File: config.mk
export PLATFORM = sky130hd
export DESIGN_NAME = haptic_loop_timing_config
export DESIGN_NICKNAME = d
export VERILOG_FILES = /design/src/hdl/loop_timing_pkg.sv /design/src/hdl/haptic_loop_timing_config.sv
export SDC_FILE = /design/constraint.sdc
export NUM_CORES = 1
export LEC_CHECK = 0
export ABC_AREA = 0
export BUFFER_PORTS_ARGS = -buffer_cell sky130_fd_sc_hd__buf_4
export CORE_MARGIN = 1
export CORE_UTILIZATION = 49
export DETAILED_ROUTE_END_ITERATION = 8
export GPL_TIMING_DRIVEN = 0
export MAX_ROUTING_LAYER = met4
export PLACE_DENSITY_LB_ADDON = 0.2
export SLEW_MARGIN = 20
export SYNTH_ARGS = -nofsm -noshare
export SYNTH_HDL_FRONTEND = slang
export SYNTH_SLANG_ARGS = --single-unit
File: constraint.sdc
create_clock -name i_sys_clk -period 3.3 [get_ports i_sys_clk]
set_input_delay 0.165 -clock i_sys_clk [delete_from_list [all_inputs] [get_ports i_sys_clk]]
set_output_delay 0.165 -clock i_sys_clk [all_outputs]
set_load 0.01 [all_outputs]
File: src/hdl/loop_timing_pkg.sv
package loop_timing_pkg;

	// ---------------------------------------------------------------
	// clock and counter widths
	// ---------------------------------------------------------------
	localparam int CLK_PERIOD_NS = 40;
	localparam int CNT_W         = 24;
	localparam int AXI_ADDR_W    = 12;

	// round a least time up to whole cycles, never below one
	function automatic int ns_to_cycles(input int t_ns);
		int c;
		c = (t_ns + CLK_PERIOD_NS - 1) / CLK_PERIOD_NS;
		return (c < 1) ? 1 : c;
	endfunction

	// ---------------------------------------------------------------
	// register map and layout
	// ---------------------------------------------------------------
	localparam logic [9:0] LOOP_TIMING_IDX   = 10'h029;
	localparam logic [7:0] LOOP_TIMING_RESET = 8'h0c;
	localparam int CLAMP_LSB  = 4;
	localparam int SAMPLE_LSB = 2;
	localparam int WINDOW_LSB = 0;
	localparam logic [1:0] RESP_OKAY   = 2'h0;
	localparam logic [1:0] RESP_SLVERR = 2'h2;

	// ---------------------------------------------------------------
	// documented times and their cycle counts
	// ---------------------------------------------------------------
	localparam int CLAMP1_MS  = 25;
	localparam int CLAMP2_MS  = 50;
	localparam int CLAMP3_MS  = 100;
	localparam int SAMPLE0_US = 150;
	localparam int SAMPLE1_US = 200;
	localparam int SAMPLE2_US = 250;
	localparam int SAMPLE3_US = 300;
	localparam int WINDOW0_US = 100;
	localparam int WINDOW1_US = 200;
	localparam int WINDOW2_US = 300;
	localparam int WINDOW3_US = 390;

	localparam int CLAMP1_CYC  = ns_to_cycles(CLAMP1_MS * 1000000);
	localparam int CLAMP2_CYC  = ns_to_cycles(CLAMP2_MS * 1000000);
	localparam int CLAMP3_CYC  = ns_to_cycles(CLAMP3_MS * 1000000);
	localparam int SAMPLE0_CYC = ns_to_cycles(SAMPLE0_US * 1000);
	localparam int SAMPLE1_CYC = ns_to_cycles(SAMPLE1_US * 1000);
	localparam int SAMPLE2_CYC = ns_to_cycles(SAMPLE2_US * 1000);
	localparam int SAMPLE3_CYC = ns_to_cycles(SAMPLE3_US * 1000);
	localparam int WINDOW0_CYC = ns_to_cycles(WINDOW0_US * 1000);
	localparam int WINDOW1_CYC = ns_to_cycles(WINDOW1_US * 1000);
	localparam int WINDOW2_CYC = ns_to_cycles(WINDOW2_US * 1000);
	localparam int WINDOW3_CYC = ns_to_cycles(WINDOW3_US * 1000);

	// ---------------------------------------------------------------
	// carriers
	// ---------------------------------------------------------------
	typedef struct packed {
		logic [1:0] reserved;
		logic [1:0] overdrive_clamp_select;
		logic [1:0] sample_delay;
		logic [1:0] zero_cross_window;
	} loop_timing_s;

	typedef struct packed {
		logic             clamp_enabled;
		logic [CNT_W-1:0] clamp_cycles;
		logic [CNT_W-1:0] sample_cycles;
		logic [CNT_W-1:0] window_cycles;
	} timing_s;

endpackage

File: src/hdl/haptic_loop_timing_config.sv
// Summary of operation
// - clamp code 0 unclamped; 1..3 give 25/50/100 ms
// - after clamp time, limit output to rated clamp
// - clamp at expiry, not at a zero crossing
// - autocal and diagnostics ignore the clamp selector
// - sample delay codes 150..300 us, reset code 3
// - window codes 100/200/300/390 us, reset code 0
`timescale 1ns/10ps
`default_nettype none

module haptic_loop_timing_config
	import loop_timing_pkg::*;
#(
	parameter int CLAMP1_CYCLES  = loop_timing_pkg::CLAMP1_CYC,
	parameter int CLAMP2_CYCLES  = loop_timing_pkg::CLAMP2_CYC,
	parameter int CLAMP3_CYCLES  = loop_timing_pkg::CLAMP3_CYC,
	parameter int SAMPLE1_CYCLES = loop_timing_pkg::SAMPLE1_CYC,
	parameter int SAMPLE2_CYCLES = loop_timing_pkg::SAMPLE2_CYC,
	parameter int SAMPLE3_CYCLES = loop_timing_pkg::SAMPLE3_CYC,
	parameter int WINDOW1_CYCLES = loop_timing_pkg::WINDOW1_CYC,
	parameter int WINDOW2_CYCLES = loop_timing_pkg::WINDOW2_CYC,
	parameter int WINDOW3_CYCLES = loop_timing_pkg::WINDOW3_CYC
)
(
	input  wire logic                                 i_sys_clk,
	input  wire logic                                 i_rst_n,
	input  wire logic                                 i_awvalid,
	output logic                                      o_awready,
	input  wire logic [loop_timing_pkg::AXI_ADDR_W-1:0] i_awaddr,
	input  wire logic                                 i_wvalid,
	output logic                                      o_wready,
	input  wire logic [31:0]                          i_wdata,
	input  wire logic [3:0]                           i_wstrb,
	output logic                                      o_bvalid,
	input  wire logic                                 i_bready,
	output logic [1:0]                                o_bresp,
	input  wire logic                                 i_arvalid,
	output logic                                      o_arready,
	input  wire logic [loop_timing_pkg::AXI_ADDR_W-1:0] i_araddr,
	output logic                                      o_rvalid,
	input  wire logic                                 i_rready,
	output logic [31:0]                               o_rdata,
	output logic [1:0]                                o_rresp,
	input  wire logic                                 i_overdrive_active,
	input  wire logic                                 i_autocal_active,
	input  wire logic                                 i_diag_active,
	output loop_timing_pkg::timing_s                  o_timing,
	output logic                                      o_clamp_to_rated
);
	import loop_timing_pkg::*;

	// ---------------------------------------------------------------
	// bus slave state
	// ---------------------------------------------------------------
	loop_timing_s          ctrl, next_ctrl;
	logic                  aw_held, next_aw_held;
	logic [AXI_ADDR_W-1:0] aw_addr, next_aw_addr;
	logic                  w_held, next_w_held;
	logic [7:0]            w_byte, next_w_byte;
	logic                  w_lane0, next_w_lane0;
	logic                  bvalid, next_bvalid;
	logic [1:0]            bresp, next_bresp;
	logic                  rvalid, next_rvalid;
	logic [31:0]           rdata, next_rdata;
	logic [1:0]            rresp, next_rresp;
	logic                  do_write;

	// word index decode shared by both address channels
	function automatic logic reg_hit(input logic [AXI_ADDR_W-1:0] addr);
		return addr[AXI_ADDR_W-1:2] == LOOP_TIMING_IDX;
	endfunction

	// no new address or data while a response is pending
	assign o_awready = !aw_held && !bvalid;
	assign o_wready  = !w_held && !bvalid;
	assign o_arready = !rvalid;
	assign do_write  = aw_held && w_held && !bvalid;

	// address and data may arrive in either order
	always_comb
	begin
		next_ctrl    = ctrl;
		next_aw_held = aw_held;
		next_aw_addr = aw_addr;
		next_w_held  = w_held;
		next_w_byte  = w_byte;
		next_w_lane0 = w_lane0;
		next_bvalid  = bvalid;
		next_bresp   = bresp;
		next_rvalid  = rvalid;
		next_rdata   = rdata;
		next_rresp   = rresp;
		if (i_awvalid && o_awready)
		begin
			next_aw_held = 1'b1;
			next_aw_addr = i_awaddr;
		end
		if (i_wvalid && o_wready)
		begin
			next_w_held  = 1'b1;
			next_w_byte  = i_wdata[7:0];
			next_w_lane0 = i_wstrb[0];
		end
		if (do_write)
		begin
			next_aw_held = 1'b0;
			next_w_held  = 1'b0;
			next_bvalid  = 1'b1;
			next_bresp   = reg_hit(aw_addr) ? RESP_OKAY : RESP_SLVERR;
			if (reg_hit(aw_addr) && w_lane0)
				next_ctrl = w_byte;
		end
		else if (bvalid && i_bready)
			next_bvalid = 1'b0;
		if (i_arvalid && o_arready)
		begin
			next_rvalid = 1'b1;
			next_rdata  = reg_hit(i_araddr) ? {24'h000000, ctrl} : 32'h00000000;
			next_rresp  = reg_hit(i_araddr) ? RESP_OKAY : RESP_SLVERR;
		end
		else if (rvalid && i_rready)
			next_rvalid = 1'b0;
	end

	// reset loads the documented field defaults
	always_ff @(posedge i_sys_clk)
	begin
		if (!i_rst_n)
		begin
			ctrl    <= LOOP_TIMING_RESET;
			aw_held <= 1'b0;
			aw_addr <= '0;
			w_held  <= 1'b0;
			w_byte  <= 8'h00;
			w_lane0 <= 1'b0;
			bvalid  <= 1'b0;
			bresp   <= RESP_OKAY;
			rvalid  <= 1'b0;
			rdata   <= 32'h00000000;
			rresp   <= RESP_OKAY;
		end
		else
		begin
			ctrl    <= next_ctrl;
			aw_held <= next_aw_held;
			aw_addr <= next_aw_addr;
			w_held  <= next_w_held;
			w_byte  <= next_w_byte;
			w_lane0 <= next_w_lane0;
			bvalid  <= next_bvalid;
			bresp   <= next_bresp;
			rvalid  <= next_rvalid;
			rdata   <= next_rdata;
			rresp   <= next_rresp;
		end
	end

	assign o_bvalid = bvalid;
	assign o_bresp  = bresp;
	assign o_rvalid = rvalid;
	assign o_rdata  = rdata;
	assign o_rresp  = rresp;

	// ---------------------------------------------------------------
	// field decode and overdrive clamp timer
	// ---------------------------------------------------------------
	timing_s          timing, next_timing;
	logic [CNT_W-1:0] od_count, next_od_count;
	logic             clamp_out, next_clamp_out;
	logic             clamp_allowed;

	// calibration and diagnostics always run unclamped
	assign clamp_allowed = timing.clamp_enabled && !i_autocal_active
		&& !i_diag_active;

	// decode is registered so the drive logic sees flop outputs
	always_comb
	begin
		next_timing.clamp_enabled = ctrl.overdrive_clamp_select != 2'h0;
		unique case (ctrl.overdrive_clamp_select)
			2'h1: next_timing.clamp_cycles = CNT_W'(CLAMP1_CYCLES);
			2'h2: next_timing.clamp_cycles = CNT_W'(CLAMP2_CYCLES);
			2'h3: next_timing.clamp_cycles = CNT_W'(CLAMP3_CYCLES);
			2'h0: next_timing.clamp_cycles = '0;
		endcase
		unique case (ctrl.sample_delay)
			2'h0: next_timing.sample_cycles = CNT_W'(SAMPLE0_CYC);
			2'h1: next_timing.sample_cycles = CNT_W'(SAMPLE1_CYCLES);
			2'h2: next_timing.sample_cycles = CNT_W'(SAMPLE2_CYCLES);
			2'h3: next_timing.sample_cycles = CNT_W'(SAMPLE3_CYCLES);
		endcase
		unique case (ctrl.zero_cross_window)
			2'h0: next_timing.window_cycles = CNT_W'(WINDOW0_CYC);
			2'h1: next_timing.window_cycles = CNT_W'(WINDOW1_CYCLES);
			2'h2: next_timing.window_cycles = CNT_W'(WINDOW2_CYCLES);
			2'h3: next_timing.window_cycles = CNT_W'(WINDOW3_CYCLES);
		endcase
		// counter saturates so a long period cannot wrap and release
		if (!i_overdrive_active)
			next_od_count = '0;
		else if (od_count != {CNT_W{1'b1}})
			next_od_count = od_count + 1'b1;
		else
			next_od_count = od_count;
		// expiry alone triggers the clamp, no zero crossing wait
		// one extra bit so the saturated count cannot wrap to zero here
		next_clamp_out = i_overdrive_active && clamp_allowed
			&& ({1'b0, od_count} + 1'b1 >= {1'b0, timing.clamp_cycles});
	end

	always_ff @(posedge i_sys_clk)
	begin
		if (!i_rst_n)
		begin
			timing    <= '0;
			od_count  <= '0;
			clamp_out <= 1'b0;
		end
		else
		begin
			timing    <= next_timing;
			od_count  <= next_od_count;
			clamp_out <= next_clamp_out;
		end
	end

	assign o_timing         = timing;
	assign o_clamp_to_rated = clamp_out;

	// ---------------------------------------------------------------
	// assertions
	// ---------------------------------------------------------------
	a_reset_fields:
	assert property (@(posedge i_sys_clk) !i_rst_n |=> ctrl == LOOP_TIMING_RESET)
	else $error("control register not at default after reset");

	a_code0_unclamped:
	assert property (@(posedge i_sys_clk) disable iff (!i_rst_n)
		!timing.clamp_enabled |=> !clamp_out)
	else $error("clamp asserted with clamp code zero");

	a_clamp_length:
	assert property (@(posedge i_sys_clk) disable iff (!i_rst_n)
		ctrl.overdrive_clamp_select == 2'h2 ##2 ctrl.overdrive_clamp_select == 2'h2
		|-> timing.clamp_cycles == CNT_W'(CLAMP2_CYCLES))
	else $error("clamp code 2 decodes to wrong length");

	a_clamp_on_expiry:
	assert property (@(posedge i_sys_clk) disable iff (!i_rst_n)
		i_overdrive_active && clamp_allowed && od_count + 1'b1 == timing.clamp_cycles
		|=> clamp_out)
	else $error("clamp missing at expiry");

	a_no_early_clamp:
	assert property (@(posedge i_sys_clk) disable iff (!i_rst_n)
		$rose(clamp_out) |-> $past(od_count) + 1'b1 >= $past(timing.clamp_cycles)
		&& $past(i_overdrive_active))
	else $error("clamp rose before the selected time");

	a_cal_ignores:
	assert property (@(posedge i_sys_clk) disable iff (!i_rst_n)
		(i_autocal_active || i_diag_active) |=> !clamp_out)
	else $error("clamp applied during calibration or diagnostics");

	a_sample_decode:
	assert property (@(posedge i_sys_clk) disable iff (!i_rst_n)
		ctrl.sample_delay == 2'h0 |=> timing.sample_cycles == CNT_W'(SAMPLE0_CYC))
	else $error("sample delay code 0 decodes wrong");

	a_window_decode:
	assert property (@(posedge i_sys_clk) disable iff (!i_rst_n)
		ctrl.zero_cross_window == 2'h3 |=> timing.window_cycles == CNT_W'(WINDOW3_CYCLES))
	else $error("window code 3 decodes wrong");

	a_write_lands:
	assert property (@(posedge i_sys_clk) disable iff (!i_rst_n)
		do_write && reg_hit(aw_addr) && w_lane0 |=> ctrl == $past(w_byte) && bvalid)
	else $error("register write did not land");

endmodule

`default_nettype wire

==> metrics.md, run 1 <==
| Metric | Value |
|---|---|
| Outcome | complete, no violations |
| Slowest cell on crit path | nor4_4 |
| Asr flop ratio synth | 0% |
| Switch Pwr | 563 uW |
| Post-synth EDFFs | 0 |
| Crit path buf inv count | 1 |
| Most frequent cell after synthesis | dfxtp_1 |
| Combinational share of power | a little under an eighth |
| Yosys top cell area share | 38.4% |
| Max incr delay on CP | roughly 440 ps |
| Post-synth top flop | dfxtp_1 |
| CTS resizes | 0 |
| Number of global-route vias before repair | 3701 |
| Vias | 3691 |
| N_diodes | 0 |
| IO Pins | 185 |
| Crit path kind | register to register |
| CTS tree | done |
| Unique cell type count in the Yosys netlist | 46 |
| Min Clock Period, post-route | 3000 ps |
| PortBufs | 96 |
| Design Area, Final | approximately 5900 sq um |
| Launching point of the worst reg2reg path | od_count[0] |
| Largest net degree at the start of global routing | 19 |
| CTS clock-pin slew for the worst setup and hold paths | 90 ps |
| Placer Congestion | around 0.88 |
| H-tree depth | 3 |
| Core Rows | 34 |
| GRT Overall Usage | roughly 22% |
| Core ar. | 8890 sq um |
| Setup crit end kind | register |
| Layout cells sized above 1 | 29.8% |
| Area of the multi-input gates | 2260 sq um |
| WHS Path Cells | 2 |
| DP Worst Slack | about 190 ps |
| Post-DP Area | 5660 sq um |
| Synth Area per Inst | 8.93 sq um |
| R2r endpoint | o_clamp_to_rated |
| DRC Markers | 0 |
| Fmax | approximately 330 MHz |
| Total wire length | just over 10000 microns |
| FF/Latch Area | 1760 sq um |
| Flop pwr share | 53.3% |
| Setup Skew | 10.7 ps |
| Fill count | around 750 |
| Fin crit share | approximately nine tenths |
| Crit path launch type | register |
| Clock share of power | a little over a third |
| Antenna violations before repair | 0 |
| Pwr dens | 354 nW/um^2 |
| Pint | approximately 1500 uW |
| Nets@finish | ~780 |
| Max Cap Violations | 0 |
| Final Worst Setup Slack | approximately 300 ps |
| Vias per cell | 4.67 |
| Area Growth Syn to Fin | 27.5% |
| Most used cell along the critical path | ha_1 |
| Crit path DAT | 3260 ps |
| Max-slew violations | 0 |
| Switching share of power | 27.2% |
| Chip height | between 90 and 100 microns |
| Least-Margin Pin Slew | ~530 ps |
| Crit path cell chain | ha_1, nand4_2, nor4_4, and4_2, xnor2_1, inv_1, ha_1, a21oi_1, o21ai_0, a211oi_1, o211ai_1, o21a_1 |
| Die Wd | 98.8 microns |
| Cell Area, Synth | roughly 4600 sq um |
| Clk sinks | 88 |
| Pleak | 0.00297 uW |
| Seq/Total Area, Yosys | 38.4% |
| First-pass GRT wire length | 16800 microns |
| Initial DRC Count | roughly 130 |
| Post-CTS repair timing setup buffer count | 0 |
| Min-Delay Path Class | input port to register |
| Dpl hpwl | 8070 microns |
| Post-route setup TNS | 0 ps |
| R2R Setup Slk | ~300 ps |
| Initial DRT Pass Iterations | 4 |
| Synth area leader | dfxtp_1 |
| Total grt overflow | 0 |
| Delay-heaviest family, CP | simple AND/OR/NAND/NOR gates |
| Routed length per instance | 12.8 microns |
| Hold EP | o_rvalid |
| Worst-path fanout max | 8 |
| R2r worst-path depth | 12 |
| CP required | 3560 ps |
| Final Hold Violating Endpoints | 0 |
| CTS Root Cell | clkbuf_8 |
| Most frequent cells after synthesis | dfxtp_1 (88), buf_4 (77), nand2_1 (54) |
| Post-route ant nets | 0 |
| RSZ-0062 raised after global routing | false |
| Slew HR | between 60% and 70% |
| Skew-Pair Late Insertion Delay | 370 ps |
| Syn. warnings | 0 |
| Post-Syn Instances | 514 |
| Hold path startpoint | i_arvalid |
| CTS Buffer Depth | 2 |
| #FFs+latches synth | 88 |
| Initial Utilization | 51.6% |
| Full die area | ~10000 sq um |
| Largest cells by area after synthesis | dfxtp_1 (38%), buf_4 (13%), ha_1 (9.3%), nand2_1 (4.4%), a21boi_0 (3.6%) |
| Fin util | 65.8% |
| Setup violators final | 0 |
| Num CTS Buffers | 9 |
| Peak VDD IR | 0.304 mV |
[worst max path at each step]
stage                           start          endpoint  slack (ps)  depth (start not counted)
after floorplan           od_count[0]  o_clamp_to_rated         570                         12
after global placement    od_count[0]  o_clamp_to_rated         210                         12
after detailed placement  od_count[0]  o_clamp_to_rated         190                         12
after CTS                 od_count[0]  o_clamp_to_rated         160                         12
after global routing      od_count[0]  o_clamp_to_rated          20                         12
final                     od_count[0]  o_clamp_to_rated         300                         12
[power by group through the flow]
| stage | sequential (uW) | clock, uW | combinational [uW] |
|---|---|---|---|
| after detailed placement | 1130 | 0 | 232 |
| after global placement | 1130 | 0 | 228 |
| final | 1100 | 733 | 235 |
| after global routing | 1110 | 792 | 259 |
| after floorplan | 1130 | 0 | 147 |
| after CTS | 1100 | 743 | 233 |
[routing by layer]
| layer | up-vias | share of wire [%] | global-route usage (%) |
|---|---|---|---|
| met4 | 0 | 0.69 | 4.71 |
| met5 | - | 0 | - |
| li1 | 1893 | - | - |
| met1 | 1705 | 41 | 24.5 |
| met3 | 7 | 4.2 | 5.46 |
| met2 | 86 | 54 | 40.3 |
[registers in the layout, summed over array words and instances, names as in the netlist]
name	count
od_count	24
o_timing	22
aw_addr	10
ctrl	8
o_rdata	8
w_byte	8
aw_held	1
o_bresp	1
o_bvalid	1
o_clamp_to_rated	1
o_rresp	1
o_rvalid	1
w_held	1
w_lane0	1
[per-stage QoR]
stage	power (uW)	hold slack, ps	instances
2_1_floorplan	1280	303	570
3_3_place_gp	1360	400	774
3_5_place_dp	1360	405	774
4_1_cts	2080	23.3	790
5_1_grt	2160	13.1	790
6_report	2070	35.9	790
[logic make-up after synthesis]
logic type / Yosys count / share of synthesized area, %
fa+ha+maj: 34 / 9.27
flops: 88 / 38.4
simple gates: 153 / 17.9
other cells: 1 / 0.0817
buf+inv: 127 / 16.9
xor+xnor: 21 / 4.01
mux: 9 / 1.96
compound gates: 81 / 11.5
[cell type report]
| cell class | count | share of cell area [%] |
|---|---|---|
| tap | 108 | 2.31 |
| inverter | 36 | 2.31 |
| clock inverter | 7 | 1.24 |
| timing repair buffer | 96 | 12.3 |
| sequential | 88 | 30.1 |
| clock buffer | 9 | 2.12 |
| buffer | 91 | 10.9 |
| multi-input combinational | 355 | 38.7 |
[cell usage in the layout, fill, tap and decap left out, types with 12 or more instances in the layout]
| cell type | netlist | final |
|---|---|---|
| ha_1 | 34 | 34 |
| nor2b_1 | 22 | 22 |
| a21boi_0 | 22 | 22 |
| dfxtp_1 | 88 | 88 |
| xnor2_1 | 14 | 14 |
| conb_1 | 1 | 57 |
| buf_4 | 77 | 173 |
| inv_1 | 36 | 36 |
| a21oi_1 | 26 | 26 |
| clkbuf_1 | 12 | 12 |
| nand2_1 | 54 | 54 |
| nor2_1 | 17 | 17 |
[what timing repair did]
item	in CTS	in global routing
hold buffers	0	0
setup endpoints to repair	0	1
endpoints found under the hold margin	0	0
Power figures use the tool's default switching activity.
==> run 2, diff against run 1 <==
--- a/config.mk
+++ b/config.mk
@@ -8,7 +8,8 @@
 export ABC_AREA = 0
 export BUFFER_PORTS_ARGS = -buffer_cell sky130_fd_sc_hd__buf_4
 export CORE_MARGIN = 1
-export CORE_UTILIZATION = 49
+export CORE_UTILIZATION = 50
+export CTS_BUF_LIST = sky130_fd_sc_hd__clkbuf_8
 export DETAILED_ROUTE_END_ITERATION = 8
 export GPL_TIMING_DRIVEN = 0
 export MAX_ROUTING_LAYER = met4
==> run 2 against run 1 <==
Against the previous run:
- the flow now finishes with violations (DRC)
- critical path depth grew 1
- fmax grew 1.2%
- global-route usage grew 0.20 points
- sequential share of layout area shrank 0.32 points
- total power grew 6.3%
- utilization grew 1.4 points
- first-iteration DRC count shrank 46%
- cell count grew 0.38%
- clock-buffer cell count grew 2
==> metrics.md, run 2 (same netlist as run 1, synthesis figures left out) <==
| Metric | Value |
|---|---|
| Clock share of power | 39.3% (was 35.4%) |
| Outcome | finished with violations (was complete, no violations) |
| Setup crit end kind | register (unchanged) |
| Crit path launch type | register (unchanged) |
| Min Clock Period, post-route | 2960 ps (was 3000 ps) |
| Vias | 3722 (was 3691) |
| Dpl hpwl | 7900 microns (was 8070 microns) |
| Largest register FFs | 24 (unchanged) |
| Fmax | 337 MHz (was 333 MHz) |
| Pwr dens | 372 nW/um^2 (was 354 nW/um^2) |
| Largest net degree at the start of global routing | 16 (was 19) |
| Post-DP Area | 5660 sq um (unchanged) |
| Combinational share of power | 10.5% (was 11.3%) |
| Commonest non-fill, non-tap cell in the layout | buf_4 (unchanged) |
| Number of global-route vias before repair | 3645 (was 3701) |
| Crit path kind | register to register (unchanged) |
| Num CTS Buffers | 9 (unchanged) |
| Flop pwr share | 50.2% (was 53.3%) |
| Switch Pwr | 518 uW (was 563 uW) |
| CTS clock-pin slew for the worst setup and hold paths | 80 ps (was 90 ps) |
| GRT Overall Usage | 22.4% (was 22.2%) |
| Total wire length | 10000 microns (was 10100 microns) |
| Routed length per instance | 12.6 microns (was 12.8 microns) |
| Worst-path fanout max | 7 (was 8) |
| Full die area | 9570 sq um (was 9760 sq um) |
| Fill count | 770 (was 747) |
| Placer Congestion | 0.889 (was 0.884) |
| Clk sinks | 88 (unchanged) |
| Layout cells sized above 1 | 30.1% (was 29.8%) |
| Antenna violations before repair | 0 (unchanged) |
| Setup violators final | 0 (unchanged) |
| N_diodes | 0 (unchanged) |
| Nets@finish | 784 (was 781) |
| Pint | 1690 uW (was 1510 uW) |
| Core Rows | 34 (unchanged) |
| Initial DRC Count | 69 (was 128) |
| RSZ-0062 raised after global routing | false (unchanged) |
| Switching share of power | 23.5% (was 27.2%) |
| Failing checks | DRC |
| FF/Latch Area | 1760 sq um (unchanged) |
| Largest reg by FF count | od_count (unchanged) |
| PortBufs | 96 (unchanged) |
| Slew HR | 65.9% (was 64.2%) |
| H-tree depth | 3 (unchanged) |
| CTS Buffer Depth | 2 (unchanged) |
| Max-slew violations | 0 (unchanged) |
| Skew-Pair Late Insertion Delay | 360 ps (was 370 ps) |
| CTS tree | done (unchanged) |
| Chip height | 97.8 microns (was 98.8 microns) |
| Area of the multi-input gates | 2260 sq um (unchanged) |
| Initial Utilization | 52.1% (was 51.6%) |
| First-pass GRT wire length | 16800 microns (about the same) |
| Initial DRT Pass Iterations | 9 (was 4) |
| Least-Margin Pin Slew | 512 ps (was 533 ps) |
| Vias per cell | 4.69 (was 4.67) |
| DRC Markers | 6 (was 0) |
| CP required | 3550 ps (was 3560 ps) |
| Most frequent cells in the layout | buf_4 (176), dfxtp_1 (88), conb_1 (57), nand2_1 (54), inv_1 (36) (was buf_4 (173), dfxtp_1 (88), conb_1 (57), nand2_1 (54), inv_1 (36)) |
| Post-route ant nets | 0 (unchanged) |
| Die Wd | 97.8 microns (was 98.8 microns) |
| Total grt overflow | 0 (unchanged) |
| Design Area, Final | 5920 sq um (was 5850 sq um) |
| Max Cap Violations | 0 (unchanged) |
| Fin crit share | 89.8% (was 90.9%) |
| Post-route setup TNS | 0 ps (unchanged) |
| Core ar. | 8810 sq um (was 8890 sq um) |
| CTS resizes | 0 (unchanged) |
| Final Hold Violating Endpoints | 0 (unchanged) |
| Area Growth Syn to Fin | 28.9% (was 27.5%) |
| CTS Root Cell | clkbuf_8 (unchanged) |
| Pleak | 0.00301 uW (was 0.00297 uW) |
| Peak VDD IR | 0.213 mV (was 0.304 mV) |
| Crit path DAT | 3210 ps (was 3260 ps) |
| Setup Skew | 12.3 ps (was 10.7 ps) |
| IO Pins | 185 (unchanged) |
| Min-Delay Path Class | input port to register (unchanged) |
-- run 2: cell types whose count changed in the layout (fill, tap and decap cells not counted), moves of 2 or more --
cell | previous run | this run
inv_8 | 2 | 0
buf_4 | 173 | 176
bufinv_16 | 0 | 2
clkbuf_8 | 9 | 11
-- run 2: worst max-delay path: stages, from the launching register on --
cell	delay [ps]
dfxtp_1	390
ha_1	280
nand4_2	210
nor4_4	180
buf_4	200
and4_2	240
xnor2_1	130
inv_1	60
ha_1	300
a21oi_1	140
o21ai_0	130
a211oi_1	260
o211ai_1	140
o21a_1	200
-- run 2: worst paths after layout --
| kind | startpoint | end | slack [ps] | cells after the start |
|---|---|---|---|---|
| worst max-delay path | od_count[0] | o_clamp_to_rated | 340 | 13 |
| worst min-delay path | i_arvalid | o_rvalid | 50 | 2 |
| worst max register to register | od_count[0] | o_clamp_to_rated | 340 | 13 |
| worst min register to register | aw_addr[7] | aw_addr[7] | 460 | 2 |
-- run 2: final cells by class --
class / count / area share [%]
buffer: 91 / 10.8
tap: 108 / 2.28
clock inverter: 5 / 1.46
multi-input combinational: 355 / 38.3
clock buffer: 11 / 2.56
sequential: 88 / 29.8
inverter: 36 / 2.28
timing repair buffer: 99 / 12.6
-- run 2: through the flow --
stage,utilization (%),instances,total power (uW),hold WS [ps],setup WS [ps]
floorplan,-,570,1280,303,568
global placement,64.2,774,1350,402,184
detailed placement,64.2,774,1360,402,49.9
CTS,66.9,790,2220,32.0,33.4
global route,67.2,793,2290,35.3,148
finish,67.2,793,2200,50.1,336
-- run 2: timing repair --
action	in CTS	in global routing
setup endpoints to repair	0	1
buffers inserted	0	3
endpoints found under the hold margin	0	0
hold buffers	0	0
-- run 2: power groups by stage --
stage	combinational, uW	sequential (uW)	clock, uW
CTS	230	1100	880
global placement	226	1130	0
floorplan	147	1130	0
finish	232	1100	866
detailed placement	229	1130	0
global route	254	1110	927
-- run 2: per-layer routing --
| metal | track usage (%) | part of all wire, % | up-vias |
|---|---|---|---|
| met4 | 8.74 | 1.3 | 0 |
| met2 | 40.0 | 53 | 92 |
| met3 | 3.72 | 3.7 | 10 |
| met5 | - | 0 | - |
| li1 | - | - | 1900 |
| met1 | 24.9 | 42 | 1720 |
